`config.mk`:
```
export PLATFORM = sky130hd
export DESIGN_NAME = mps_sequencer
export DESIGN_NICKNAME = d
export VERILOG_FILES = /design/src/common/mps_pkg.sv /design/src/rtl/mps_sequencer.sv
export SDC_FILE = /design/constraint.sdc
export NUM_CORES = 2
export LEC_CHECK = 0
export ABC_CLOCK_PERIOD_IN_PS = 4400
export BUFFER_PORTS_ARGS = -buffer_cell sky130_fd_sc_hd__buf_4
export CAP_MARGIN = 20
export CORE_AREA = 2 2 327 329
export CTS_CLUSTER_DIAMETER = 40
export CTS_CLUSTER_SIZE = 12
export DETAILED_ROUTE_END_ITERATION = 10
export DIE_AREA = 0 0 329 331
export PLACE_DENSITY = 0.79
export SLEW_MARGIN = 20
export SYNTH_ARGS = -nofsm -noshare
export SYNTH_HDL_FRONTEND = slang
export SYNTH_SLANG_ARGS = --single-unit
```
`constraint.sdc`:
```
create_clock -name mclk_i -period 4.4 [get_ports mclk_i]
set_input_delay 0.66 -clock mclk_i [delete_from_list [all_inputs] [get_ports mclk_i]]
set_output_delay 0.66 -clock mclk_i [all_outputs]
set_load 0.05 [all_outputs]
```
`src/common/mps_pkg.sv`:
```
// Constants, register map and carrier types of the multi-position sequencer.
// Assumes one 20 MHz drive clock and a 32-bit APB register bus.
package mps_pkg;

	// ------------------------------------------------------------
	// Register map
	// ------------------------------------------------------------
	localparam logic [11:0] REG_CTRL     = 12'h000;
	localparam logic [11:0] REG_STATUS   = 12'h004;
	localparam logic [11:0] REG_EV_STAT  = 12'h008;
	localparam logic [11:0] REG_EV_MASK  = 12'h00c;
	localparam logic [3:0]  PROF_REGION  = 4'h1;
	localparam logic [1:0]  PROF_W_DISP  = 2'h0;
	localparam logic [1:0]  PROF_W_SPEED = 2'h1;
	localparam logic [1:0]  PROF_W_ACC   = 2'h2;

	// ------------------------------------------------------------
	// Field layout and reset values
	// ------------------------------------------------------------
	localparam int unsigned CTRL_MODE_LSB  = 0;
	localparam int unsigned CTRL_END_LSB   = 4;
	localparam int unsigned CTRL_RSTRT_LSB = 8;
	localparam int unsigned CTRL_RULE_BIT  = 16;
	localparam int unsigned CTRL_STOP_BIT  = 17;
	localparam logic [31:0] CTRL_RESET     = 32'h0000_00f0;
	localparam logic [15:0] SPEED_RESET    = 16'h00c8;
	localparam logic [15:0] ACC_RESET      = 16'h000a;
	localparam logic [31:0] DISP_RESET     = 32'h0000_2710;

	// ------------------------------------------------------------
	// Events and modes
	// ------------------------------------------------------------
	localparam int unsigned EV_POS = 0;
	localparam int unsigned EV_CYC = 1;
	localparam int unsigned EV_SON = 2;
	localparam int unsigned EV_EN  = 3;
	localparam int unsigned EV_W   = 4;

	localparam logic [1:0] MODE_SINGLE = 2'h0;
	localparam logic [1:0] MODE_CYCLIC = 2'h1;
	localparam logic [1:0] MODE_DI     = 2'h2;
	localparam logic [1:0] MODE_SEQ    = 2'h3;

	localparam int unsigned NUM_POS = 16;

	typedef enum logic [1:0] {ST_IDLE, ST_RUN, ST_STOP} mps_state_type;

	typedef struct packed {
		logic [31:0] disp;
		logic [15:0] speed;
		logic [15:0] acc;
	} mps_prof_type;

	typedef struct packed {
		mps_prof_type prof;
		logic         dir;
	} mps_move_type;

	typedef struct packed {
		logic [3:0] sel;
		logic       en;
		logic       son;
		logic       dir;
	} mps_pins_type;

endpackage : mps_pkg

```
`src/rtl/mps_sequencer.sv`:
```
// Multi-position reference sequencer: picks stored displacement profiles and
// hands them to the motion generator. Assumes the generator shares mclk_i and
// that the terminal inputs are asynchronous to it.
//
// Operation
// Four select inputs form position number, LSB first.
// Select inputs are level sensitive.
// Mode code 3 selects sequential running.
// Cycles restart at restart setting, else stop.
// Advance automatically to next higher position.
// No wait between consecutive positions.
// Controller assigns a terminal the enable function.
// Positioning done asserts after each position; the code asserts it only when no next position starts (mode 2, or end of a pass that does not restart).
// Controller maps positioning done to an output.
// Servo-off stops; done stays inactive afterwards.
// Enable loss discards, stops, then asserts done.
// Re-enable picks start by start-position setting.
// Direction latched at position start.
// Sixteen profiles: displacement, speed, acceleration.
// Enable level sensitive, edge sensitive mode 2.
// Reset leaves sequencer idle, done inactive.
`timescale 1ns/1ns
module mps_sequencer
	import mps_pkg::*;
(
	input  wire logic         mclk_i,
	input  wire logic         resetn_i,
	input  wire logic         psel_i,
	input  wire logic         penable_i,
	input  wire logic         pwrite_i,
	input  wire logic [11:0]  paddr_i,
	input  wire logic [31:0]  pwdata_i,
	output logic      [31:0]  prdata_o,
	output logic              pready_o,
	output logic              pslverr_o,
	input  wire logic [3:0]   pos_select_i,
	input  wire logic         multi_pos_enable_i,
	input  wire logic         servo_on_i,
	input  wire logic         ref_direction_select_i,
	input  wire logic         move_done_i,
	input  wire logic         motor_stopped_i,
	output logic              move_start_o,
	output logic              move_abort_o,
	output mps_move_type      move_cmd_o,
	output logic              stop_mode_o,
	output logic              positioning_done_o,
	output logic              irq_o
);

	// ------------------------------------------------------------
	// Terminal synchronisers
	// ------------------------------------------------------------
	mps_pins_type sync1_ff;
	mps_pins_type pins_ff;
	logic         en_prev_ff;

	always_ff @(posedge mclk_i or negedge resetn_i)
	begin
		if (!resetn_i)
		begin
			sync1_ff   <= '0;
			pins_ff    <= '0;
			en_prev_ff <= 1'b0;
		end
		else
		begin
			sync1_ff   <= {pos_select_i, multi_pos_enable_i, servo_on_i, ref_direction_select_i};
			pins_ff    <= sync1_ff;
			en_prev_ff <= pins_ff.en;
		end
	end

	// ------------------------------------------------------------
	// Register file
	// ------------------------------------------------------------
	logic [31:0]       ctrl_ff;
	logic [EV_W-1:0]   ev_stat_ff;
	logic [EV_W-1:0]   ev_mask_ff;
	logic [EV_W-1:0]   ev_set;
	mps_prof_type      prof_ff [NUM_POS];
	logic              pready_ff;
	logic              pslverr_ff;
	logic [31:0]       prdata_ff;
	logic              irq_ff;
	logic              acc_phase;
	logic              wr_done;
	logic              is_prof;
	logic [3:0]        prof_sel;
	logic [31:0]       rd_val;
	logic              rd_ok;

	mps_state_type     state_ff;
	logic [3:0]        idx_ff;
	logic              done_ff;

	assign acc_phase = psel_i & penable_i;
	assign wr_done   = acc_phase & pready_ff & pwrite_i & ~pslverr_ff;
	assign is_prof   = (paddr_i[11:8] == PROF_REGION) & (paddr_i[3:2] != 2'h3) & (paddr_i[1:0] == 2'h0);
	assign prof_sel  = paddr_i[7:4];

	always_comb
	begin
		rd_val = 32'h0000_0000;
		rd_ok  = 1'b1;
		if (is_prof)
		begin
			case (paddr_i[3:2])
				PROF_W_DISP:  rd_val = prof_ff[prof_sel].disp;
				PROF_W_SPEED: rd_val = {16'h0000, prof_ff[prof_sel].speed};
				default:      rd_val = {16'h0000, prof_ff[prof_sel].acc};
			endcase
		end
		else
		begin
			case (paddr_i)
				REG_CTRL:    rd_val = ctrl_ff;
				REG_STATUS:  rd_val = {24'h00_0000, idx_ff, 1'b0, done_ff, state_ff};
				REG_EV_STAT: rd_val = {28'h000_0000, ev_stat_ff};
				REG_EV_MASK: rd_val = {28'h000_0000, ev_mask_ff};
				default:     rd_ok  = 1'b0;
			endcase
		end
	end

	// One wait state: the slave answers in the second access cycle.
	always_ff @(posedge mclk_i or negedge resetn_i)
	begin
		if (!resetn_i)
		begin
			pready_ff  <= 1'b0;
			pslverr_ff <= 1'b0;
			prdata_ff  <= 32'h0000_0000;
		end
		else if (acc_phase & ~pready_ff)
		begin
			pready_ff  <= 1'b1;
			pslverr_ff <= ~rd_ok;
			prdata_ff  <= pwrite_i ? 32'h0000_0000 : rd_val;
		end
		else
		begin
			pready_ff  <= 1'b0;
			pslverr_ff <= 1'b0;
		end
	end

	always_ff @(posedge mclk_i or negedge resetn_i)
	begin
		if (!resetn_i)
		begin
			ctrl_ff    <= CTRL_RESET;
			ev_mask_ff <= '0;
		end
		else if (wr_done)
		begin
			if (paddr_i == REG_CTRL)
				ctrl_ff <= pwdata_i;
			if (paddr_i == REG_EV_MASK)
				ev_mask_ff <= pwdata_i[EV_W-1:0];
		end
	end

	// Write-one-to-clear; a new event in the same cycle wins over the clear.
	always_ff @(posedge mclk_i or negedge resetn_i)
	begin
		if (!resetn_i)
			ev_stat_ff <= '0;
		else if (wr_done && paddr_i == REG_EV_STAT)
			ev_stat_ff <= (ev_stat_ff & ~pwdata_i[EV_W-1:0]) | ev_set;
		else
			ev_stat_ff <= ev_stat_ff | ev_set;
	end

	always_ff @(posedge mclk_i or negedge resetn_i)
	begin
		if (!resetn_i)
			irq_ff <= 1'b0;
		else
			irq_ff <= |(ev_stat_ff & ev_mask_ff);
	end

	genvar gi;
	generate
		for (gi = 0; gi < NUM_POS; gi++)
		begin : g_prof
			always_ff @(posedge mclk_i or negedge resetn_i)
			begin
				if (!resetn_i)
					prof_ff[gi] <= '{disp: DISP_RESET, speed: SPEED_RESET, acc: ACC_RESET};
				else if (wr_done && is_prof && prof_sel == 4'(gi))
				begin
					case (paddr_i[3:2])
						PROF_W_DISP:  prof_ff[gi].disp  <= pwdata_i;
						PROF_W_SPEED: prof_ff[gi].speed <= pwdata_i[15:0];
						default:      prof_ff[gi].acc   <= pwdata_i[15:0];
					endcase
				end
			end
		end
	endgenerate

	// ------------------------------------------------------------
	// Sequencer
	// ------------------------------------------------------------
	logic [1:0]    mode;
	logic [3:0]    end_idx;
	logic [4:0]    rstrt_pos;
	logic          single;
	logic          en_rise;
	logic          finished_ff;
	logic          son_abort_ff;
	mps_state_type nxt_state;
	logic [3:0]    nxt_idx;
	logic          nxt_finished;
	logic          nxt_son_abort;
	logic          nxt_start;
	logic          nxt_abort;

	assign mode      = ctrl_ff[CTRL_MODE_LSB +: 2];
	assign end_idx   = ctrl_ff[CTRL_END_LSB +: 4];
	assign rstrt_pos = ctrl_ff[CTRL_RSTRT_LSB +: 5];
	assign single    = (rstrt_pos == 5'h00) || (rstrt_pos > ({1'b0, end_idx} + 5'h01));
	assign en_rise   = pins_ff.en & ~en_prev_ff;

	always_comb
	begin
		nxt_state     = state_ff;
		nxt_idx       = idx_ff;
		nxt_finished  = finished_ff;
		nxt_son_abort = son_abort_ff;
		nxt_start     = 1'b0;
		nxt_abort     = 1'b0;
		ev_set        = '0;
		// A finished pass is re-armed by dropping the enable level.
		if (mode != MODE_DI && !pins_ff.en)
			nxt_finished = 1'b0;
		case (state_ff)
			ST_IDLE:
			begin
				if (pins_ff.son)
				begin
					if (mode == MODE_DI)
					begin
						if (en_rise)
						begin
							nxt_idx   = pins_ff.sel;
							nxt_start = 1'b1;
							nxt_state = ST_RUN;
						end
					end
					else if (pins_ff.en && !finished_ff)
					begin
						nxt_start = 1'b1;
						nxt_state = ST_RUN;
					end
				end
			end
			ST_RUN:
			begin
				if (!pins_ff.son)
				begin
					nxt_abort          = 1'b1;
					nxt_son_abort      = 1'b1;
					ev_set[EV_SON]     = 1'b1;
					nxt_state          = ST_STOP;
				end
				else if (mode != MODE_DI && !pins_ff.en)
				begin
					nxt_abort          = 1'b1;
					nxt_son_abort      = 1'b0;
					ev_set[EV_EN]      = 1'b1;
					nxt_state          = ST_STOP;
					if (ctrl_ff[CTRL_RULE_BIT])
						nxt_idx = 4'h0;
				end
				else if (move_done_i)
				begin
					ev_set[EV_POS] = 1'b1;
					if (mode == MODE_DI)
						nxt_state = ST_IDLE;
					else if (idx_ff == end_idx)
					begin
						ev_set[EV_CYC] = 1'b1;
						if (mode == MODE_SINGLE || (mode == MODE_SEQ && single))
						begin
							nxt_finished = 1'b1;
							nxt_idx      = 4'h0;
							nxt_state    = ST_IDLE;
						end
						else
						begin
							nxt_idx   = (mode == MODE_SEQ) ? rstrt_pos[3:0] - 4'h1 : 4'h0;
							nxt_start = 1'b1;
						end
					end
					else
					begin
						nxt_idx   = idx_ff + 4'h1;
						nxt_start = 1'b1;
					end
				end
			end
			ST_STOP:
			begin
				if (motor_stopped_i)
					nxt_state = ST_IDLE;
			end
			default:
				nxt_state = ST_IDLE;
		endcase
	end

	always_ff @(posedge mclk_i or negedge resetn_i)
	begin
		if (!resetn_i)
		begin
			state_ff     <= ST_IDLE;
			idx_ff       <= 4'h0;
			finished_ff  <= 1'b0;
			son_abort_ff <= 1'b0;
		end
		else
		begin
			state_ff     <= nxt_state;
			idx_ff       <= nxt_idx;
			finished_ff  <= nxt_finished;
			son_abort_ff <= nxt_son_abort;
		end
	end

	// ------------------------------------------------------------
	// Motion generator command and completion output
	// ------------------------------------------------------------
	logic         start_ff;
	logic         abort_ff;
	mps_move_type cmd_ff;
	logic         stop_mode_ff;

	always_ff @(posedge mclk_i or negedge resetn_i)
	begin
		if (!resetn_i)
		begin
			start_ff     <= 1'b0;
			abort_ff     <= 1'b0;
			cmd_ff       <= '0;
			stop_mode_ff <= 1'b0;
		end
		else
		begin
			start_ff     <= nxt_start;
			abort_ff     <= nxt_abort;
			stop_mode_ff <= ctrl_ff[CTRL_STOP_BIT];
			if (nxt_start)
				cmd_ff <= '{prof: prof_ff[nxt_idx], dir: pins_ff.dir};
		end
	end

	always_ff @(posedge mclk_i or negedge resetn_i)
	begin
		if (!resetn_i)
			done_ff <= 1'b0;
		else if (nxt_start)
			done_ff <= 1'b0;
		else if (ev_set[EV_POS])
			done_ff <= 1'b1;
		else if (ev_set[EV_SON])
			done_ff <= 1'b0;
		else if (state_ff == ST_STOP && motor_stopped_i)
			done_ff <= ~son_abort_ff;
	end

	assign prdata_o           = prdata_ff;
	assign pready_o           = pready_ff;
	assign pslverr_o          = pslverr_ff;
	assign move_start_o       = start_ff;
	assign move_abort_o       = abort_ff;
	assign move_cmd_o         = cmd_ff;
	assign stop_mode_o        = stop_mode_ff;
	assign positioning_done_o = done_ff;
	assign irq_o              = irq_ff;

endmodule : mps_sequencer

```
== Word level (Yosys, flattened, before mapping) ==
Cells that the tools add are included.

* Add/subtract/negate cells: 3
* Div/mod/pow operators: 0
* Multipliers: 0
* Reductions and logical operators: 89
* $lt $le $gt $ge: 3
* Shifts and indexed selects: 0
* Mux-type cells: 75
* Bitwise operators: 21
* Eq/ne operators: 35

{| class="wikitable"
|+ Operators by type and width
! cell !! number
|-
| 64-bit binary-select mux with 4-bit select || 2
|-
| 64-bit 2-to-1 mux || 4
|-
| 32-bit one-hot mux with 4 select lines || 1
|-
| 2-bit AND reduction || 51
|-
| 32-bit 2-to-1 mux || 2
|-
| 32-bit one-hot mux with 2 select lines || 1
|-
| 4-bit 2-to-1 mux || 13
|-
| 1-bit 2-to-1 mux || 35
|-
| 4-bit equality test, second input constant || 8
|-
| 2-bit 2-to-1 mux || 14
|-
| 12-bit by 4-bit equality test with 1-bit output, second input constant || 2
|-
| 1-bit logical AND || 22
|-
| 4-bit by 3-bit equality test with 1-bit output, second input constant || 4
|-
| 12-bit by 3-bit equality test with 1-bit output, second input constant || 1
|-
| 12-bit logical NOT || 1
|-
| 5-bit >= comparator, second input constant || 2
|-
| 5-bit != test, second input constant || 2
|-
| 4-bit NOT with 5-bit output || 2
|-
| 1-bit AND || 8
|-
| 4-bit AND || 2
|-
| 4-bit by 1-bit equality test with 1-bit output, second input constant || 2
|-
| 4-bit by 2-bit equality test with 1-bit output, second input constant || 2
|-
| 2-bit logical NOT || 4
|-
| 2-bit != test, second input constant || 4
|-
| 24 further kinds || 37
|}

* Bits in writable memories: 0
* Latch bits: 0
* ROM bits: 0
* Word-level logic and storage cells: 302
* Register bits: 1,191
* Memories: 0
* Bits of input ports: 58
* Output and inout bits: 104

== Depth between registers and ports, before layout ==
* Depth in word-level cells: 16
* Mapped depth: 18

== Worst setup path before layout ==
Ideal clock, no wire load.

* Kind: reg2reg
* Start point: register ctrl_ff[6]
* End point: register cmd_ff, in the netlist move_cmd_o[11]
* Buffers on the path: 4
* Setup time: 132 ps
* Data required time: 4,268 ps
* Period minus slack after synthesis: 3,570 ps
* Arrival: 3,438 ps
* Slack: 830 ps
* Stages on the path, launching flop included: 17
* Cells stage by stage: dfstp_2 > buf_2 > nand3_1 > xor2_1 > ha_1 > nand4_1 > or2_1 > a21bo_2 > o41ai_2 > nand2b_1 > buf_2 > clkbuf_1 > nor2_1 > clkbuf_1 > a32oi_1 > a32oi_1 > o21ai_1

* Word-level cells in the longest chain between the ends: 16
* Elaborated cells between the ends (all ways): 24

{| class="wikitable"
|+ Ends and longest elaborated chain
! item !! line !! text
|-
| start, declared || mps_sequencer.sv:76 || <nowiki>logic [31:0] ctrl_ff;</nowiki>
|-
| start signal, assigned || mps_sequencer.sv:157 || <nowiki>ctrl_ff <= pwdata_i;</nowiki>
|-
| 4-bit by 1-bit adder with 5-bit output || mps_sequencer.sv:222 || <nowiki>assign single = (rstrt_pos == 5'h00) || (rstrt_pos > ({1'b0, end_idx} + 5'h01));</nowiki>
|-
| 5-bit greater-than comparator || mps_sequencer.sv:222 ||
|-
| 1-bit logical OR || mps_sequencer.sv:222 ||
|-
| 1-bit logical AND || mps_sequencer.sv:284 || <nowiki>if (mode == MODE_SINGLE || (mode == MODE_SEQ && single))</nowiki>
|-
| 1-bit logical OR || mps_sequencer.sv:284 ||
|-
| 4-bit 2-to-1 mux || mps_sequencer.sv:284 ||
|-
| 4-bit 2-to-1 mux || mps_sequencer.sv:281 || <nowiki>else if (idx_ff == end_idx)</nowiki>
|-
| 4-bit 2-to-1 mux || mps_sequencer.sv:279 || <nowiki>if (mode == MODE_DI)</nowiki>
|-
| 4-bit 2-to-1 mux || mps_sequencer.sv:276 || <nowiki>else if (move_done_i)</nowiki>
|-
| 4-bit 2-to-1 mux || mps_sequencer.sv:267 || <nowiki>else if (mode != MODE_DI && !pins_ff.en)</nowiki>
|-
| 4-bit 2-to-1 mux || mps_sequencer.sv:260 || <nowiki>if (!pins_ff.son)</nowiki>
|-
| 4-bit one-hot mux with 2 select lines || mps_sequencer.sv:237 || <nowiki>case (state_ff)</nowiki>
|-
| 4-bit NOT with 5-bit output (implied by the code) || mps_sequencer.sv:354 || <nowiki>cmd_ff <= '{prof: prof_ff[nxt_idx], dir: pins_ff.dir};</nowiki>
|-
| 64-bit binary-select mux with 4-bit select || mps_sequencer.sv:354 ||
|-
| 64-bit 2-to-1 mux (implied by the code) (2 in a row) || mps_sequencer.sv:354 ||
|-
| end signal, assigned || mps_sequencer.sv:354 ||
|-
| end, declared || mps_sequencer.sv:336 || <nowiki>mps_move_type cmd_ff;</nowiki>
|}

Several ways; a longest one is shown, not always the timed one. The select of a mux whose other input is x is not followed.
A chain may end at the register's enable or synchronous reset.

== Worst setup path after layout ==
* Start point: register ctrl_ff[4]
* End point: register cmd_ff, in the netlist move_cmd_o[25]

Same word-level chain as after synthesis.

==> out/metrics.yaml <==
sta:
  hold_viol_final: 0
  slew_headroom_pct: 24.79
  finClkSkew_ns: 0.03461
  tns_ns: 0
  fmax_mhz: 233.4
  setup_viol: 0
  holdWs_ns: 0.2478
  min_period_over_period_pct: 97.36
  rsz0062_at_grt: "yes"
  worst_slew_pin_slew_ns: 1.124
  period_needed_ns: 4.284
  slew_viol_final: 0
synth:
  synth_area_um2: 62910
  yosysTopAreaCell: "dfrtp_1"
  postSynthCellCount: 5028
  yosysMostFrequentCell: "mux2_2"
  synthFlopType: "dfrtp_1"
  syn_area_per_cell_um2: 12.51
  syn_nets: 5095
  synth_edf_count: 0
  ys_types: 68
  ys_top_cells_by_area: "dfrtp_1, mux2_2, mux4_2, dfstp_2, nand2_1"
  synth-seq-area-share_pct: 47.70
  yosys_warnings: 0
  synth-seq-cells: 1191
  async_flop_share_pct: 100.0
  synth_top_cells_by_count: "mux2_2, dfrtp_1, nand2_1"
  synth_top_area_share_pct: 40.85
worst_setup_path:
  r2r_slack_ns: 0.12
  reg2regPathDepth: 13
  arrival_ns: 4.97
  regToRegStartpoint: "ctrl_ff[4]"
  cp-end-kind: "flip-flop"
  crit_required_ns: 5.08
  worst_r2r_endpoint: "move_cmd_o[25]"
  cp_max_fo: 26
  crit_start: "ctrl_ff[4]"
  worstSetupStartpointType: "flip-flop"
  critPathKind: "reg2reg"
worst_hold_path:
  worstHoldStart: "motor_stopped_i"
  holdPathStages: 3
  min_path_type: "in2reg"
  min_to: "state_ff[1]"
global_route:
  grt_overflow: 0
  antenna_found_initial: 5
  grt_max_degree: 164
  grt_pass1_vias: 47990
  grt_pass1_wl_um: 297600
  gr-usage-all-layers_pct: 36.27
power_and_ir_drop:
  seqPwrFrac_pct: 34.1
  switching_share_pct: 34.81
  p_clk_share_pct: 38.4
  pwr-share-comb_pct: 27.5
  power.leakage_nw: 32.05
  p_sw_mw: 11.79
  p_int_mw: 22.09
  ir_drop_uv: 685.7
  power_density_nw_per_um2: 473.5
place:
  dpl.cell_count: 6259
  gp_congestion: 0.9105
  port_buffers: 161
  hpwlAfterDp_um: 113300
detailed_routing:
  ant_nets: 0
  drt_iter0_drc: 6563
  viasPerCell: 7.271
  drc: 0
  vias: 47600
  firstDrtPassIters: 8
  drt-total-wl_um: 197800
  wire_per_inst_um: 30.20
floorplanning:
  die_h_um: 331
  fp.dieArea_um2: 108900
  io-pin-count: 162
  core_um2: 105000
  start_util_pct: 59.94
  die_w_um: 329
  rows: 119
layout:
  instances_no_fill: 6547
  final_util_pct: 68.16
  syn2layout_area_growth_pct: 13.72
  drive_gt1_share_pct: 42.59
  nNetsFinal: 5097
  nFillCells: 7092
run_status:
  status: "finished clean"
clocking:
  clk_pin_slew_ns: 0.05
  insertion_delay_ns: 0.78
  cts_made_buffers: 151
  cts_buffer_depth: 3
  cts-htree-levels: 4
  clkSinkCount: 1191
  post-cts-setup-buffer-count: 0
  cts_tree: "done"
  cts-root-buf: "clkbuf_16"
job:
  maxCapViolations: 0
-- registers in the layout (all words and copies together), names as in the netlist, 2 cells and up --
register / cells
ctrl_ff: 32
ev_mask_ff: 4
ev_stat_ff: 4
idx_ff: 4
move_cmd_o: 65
pins_ff: 7
prdata_o: 32
prof_ff: 1024
state_ff: 2
sync1_ff: 7
-- worst max-delay path by stage --
stage                     endpoint  slack, ns  cells past startpoint
CTS                 move_cmd_o[25]       0.19                     13
detailed placement  move_cmd_o[25]       0.26                     13
finish              move_cmd_o[25]       0.12                     13
global route         move_cmd_o[6]     -0.008                     13
floorplan           move_cmd_o[11]       0.83                     16
global placement    move_cmd_o[20]       0.35                     13
-- layout make-up --
type | count | area, um2 | share of cell area [%]
clock inverters | 77 | 978.4 | 1.368
repair buffers | 344 | 3467 | 4.846
diodes | 5 | 12.51 | 0.01749
well taps | 1391 | 1740 | 2.433
inverters | 14 | 61.31 | 0.08569
multi-input cells | 3328 | 30940 | 43.24
flip-flops and latches | 1191 | 30010 | 41.94
clock buffers | 197 | 4343 | 6.070
-- worst max-delay path, stage by stage (launching register included) --
cell     delay, ns
dfstp_2       0.58
ha_1          0.20
nand3_1       0.09
ha_1          0.33
nand4_1       0.12
or2_1         0.26
a21bo_2       0.27
or4_1         0.57
a31oi_4       0.29
or3_4         0.36
buf_12        0.29
o22ai_1       0.13
or4_1         0.53
o21ai_1       0.16
-- per-stage QoR --
| stage | instance area, um2 | worst slack, ns | power [mW] |
|---|---|---|---|
| floorplan | 62910 | 0.8301 | 17.09 |
| global placement | 66100 | 0.3516 | 20.46 |
| detailed placement | 66100 | 0.2564 | 20.61 |
| CTS | 71500 | 0.1862 | 33.59 |
| global route | 71540 | -0.008146 | 34.72 |
| finish | 71550 | 0.1161 | 33.88 |
-- cells in the final DEF (no fill, tap or decap), drive strengths merged, types with 68 or more instances in the layout --
| master | Yosys | routed |
|---|---|---|
| clkbuf | 260 | 197 |
| mux2i | 151 | 151 |
| a21oi | 147 | 147 |
| a221oi | 68 | 68 |
| nand3 | 77 | 77 |
| mux4 | 320 | 320 |
| dfstp | 164 | 164 |
| buf | 235 | 336 |
| mux2 | 1060 | 1060 |
| a32oi | 193 | 193 |
| nand2 | 739 | 739 |
| o21ai | 110 | 110 |
| dfrtp | 1027 | 1027 |
-- power by group through the flow --
stage	registers, mW	logic, mW	clock network [mW]
floorplan	12.2	4.85	0
global placement	11.7	8.74	0
detailed placement	11.7	8.90	0
CTS	11.5	8.98	13.1
global route	11.6	9.62	13.5
finish	11.6	9.31	13.0
-- metal layers --
layer  vias to the layer above  GRT usage (%)  routed length, um
met4                         4          20.70              12080
met2                      3404          54.38              88970
met5                         -         0.9565                138
met3                       836          10.86              23950
li1                      19050              -                  -
met1                     24310          47.29              72620
-- cell families after synthesis --
family	synth area share, %
flops	47.70
compound gates	8.774
mux	32.83
fa+ha+maj	0.1790
simple gates	6.875
buf+inv	3.482
xor+xnor	0.1611
-- repair_timing --
item,CTS,global route
endpoints found under the hold margin,45,0
setup endpoints to repair,0,2
resized for setup,0,1
hold buffers,8,0
Note: power is estimated with default switching activity, not from simulation.
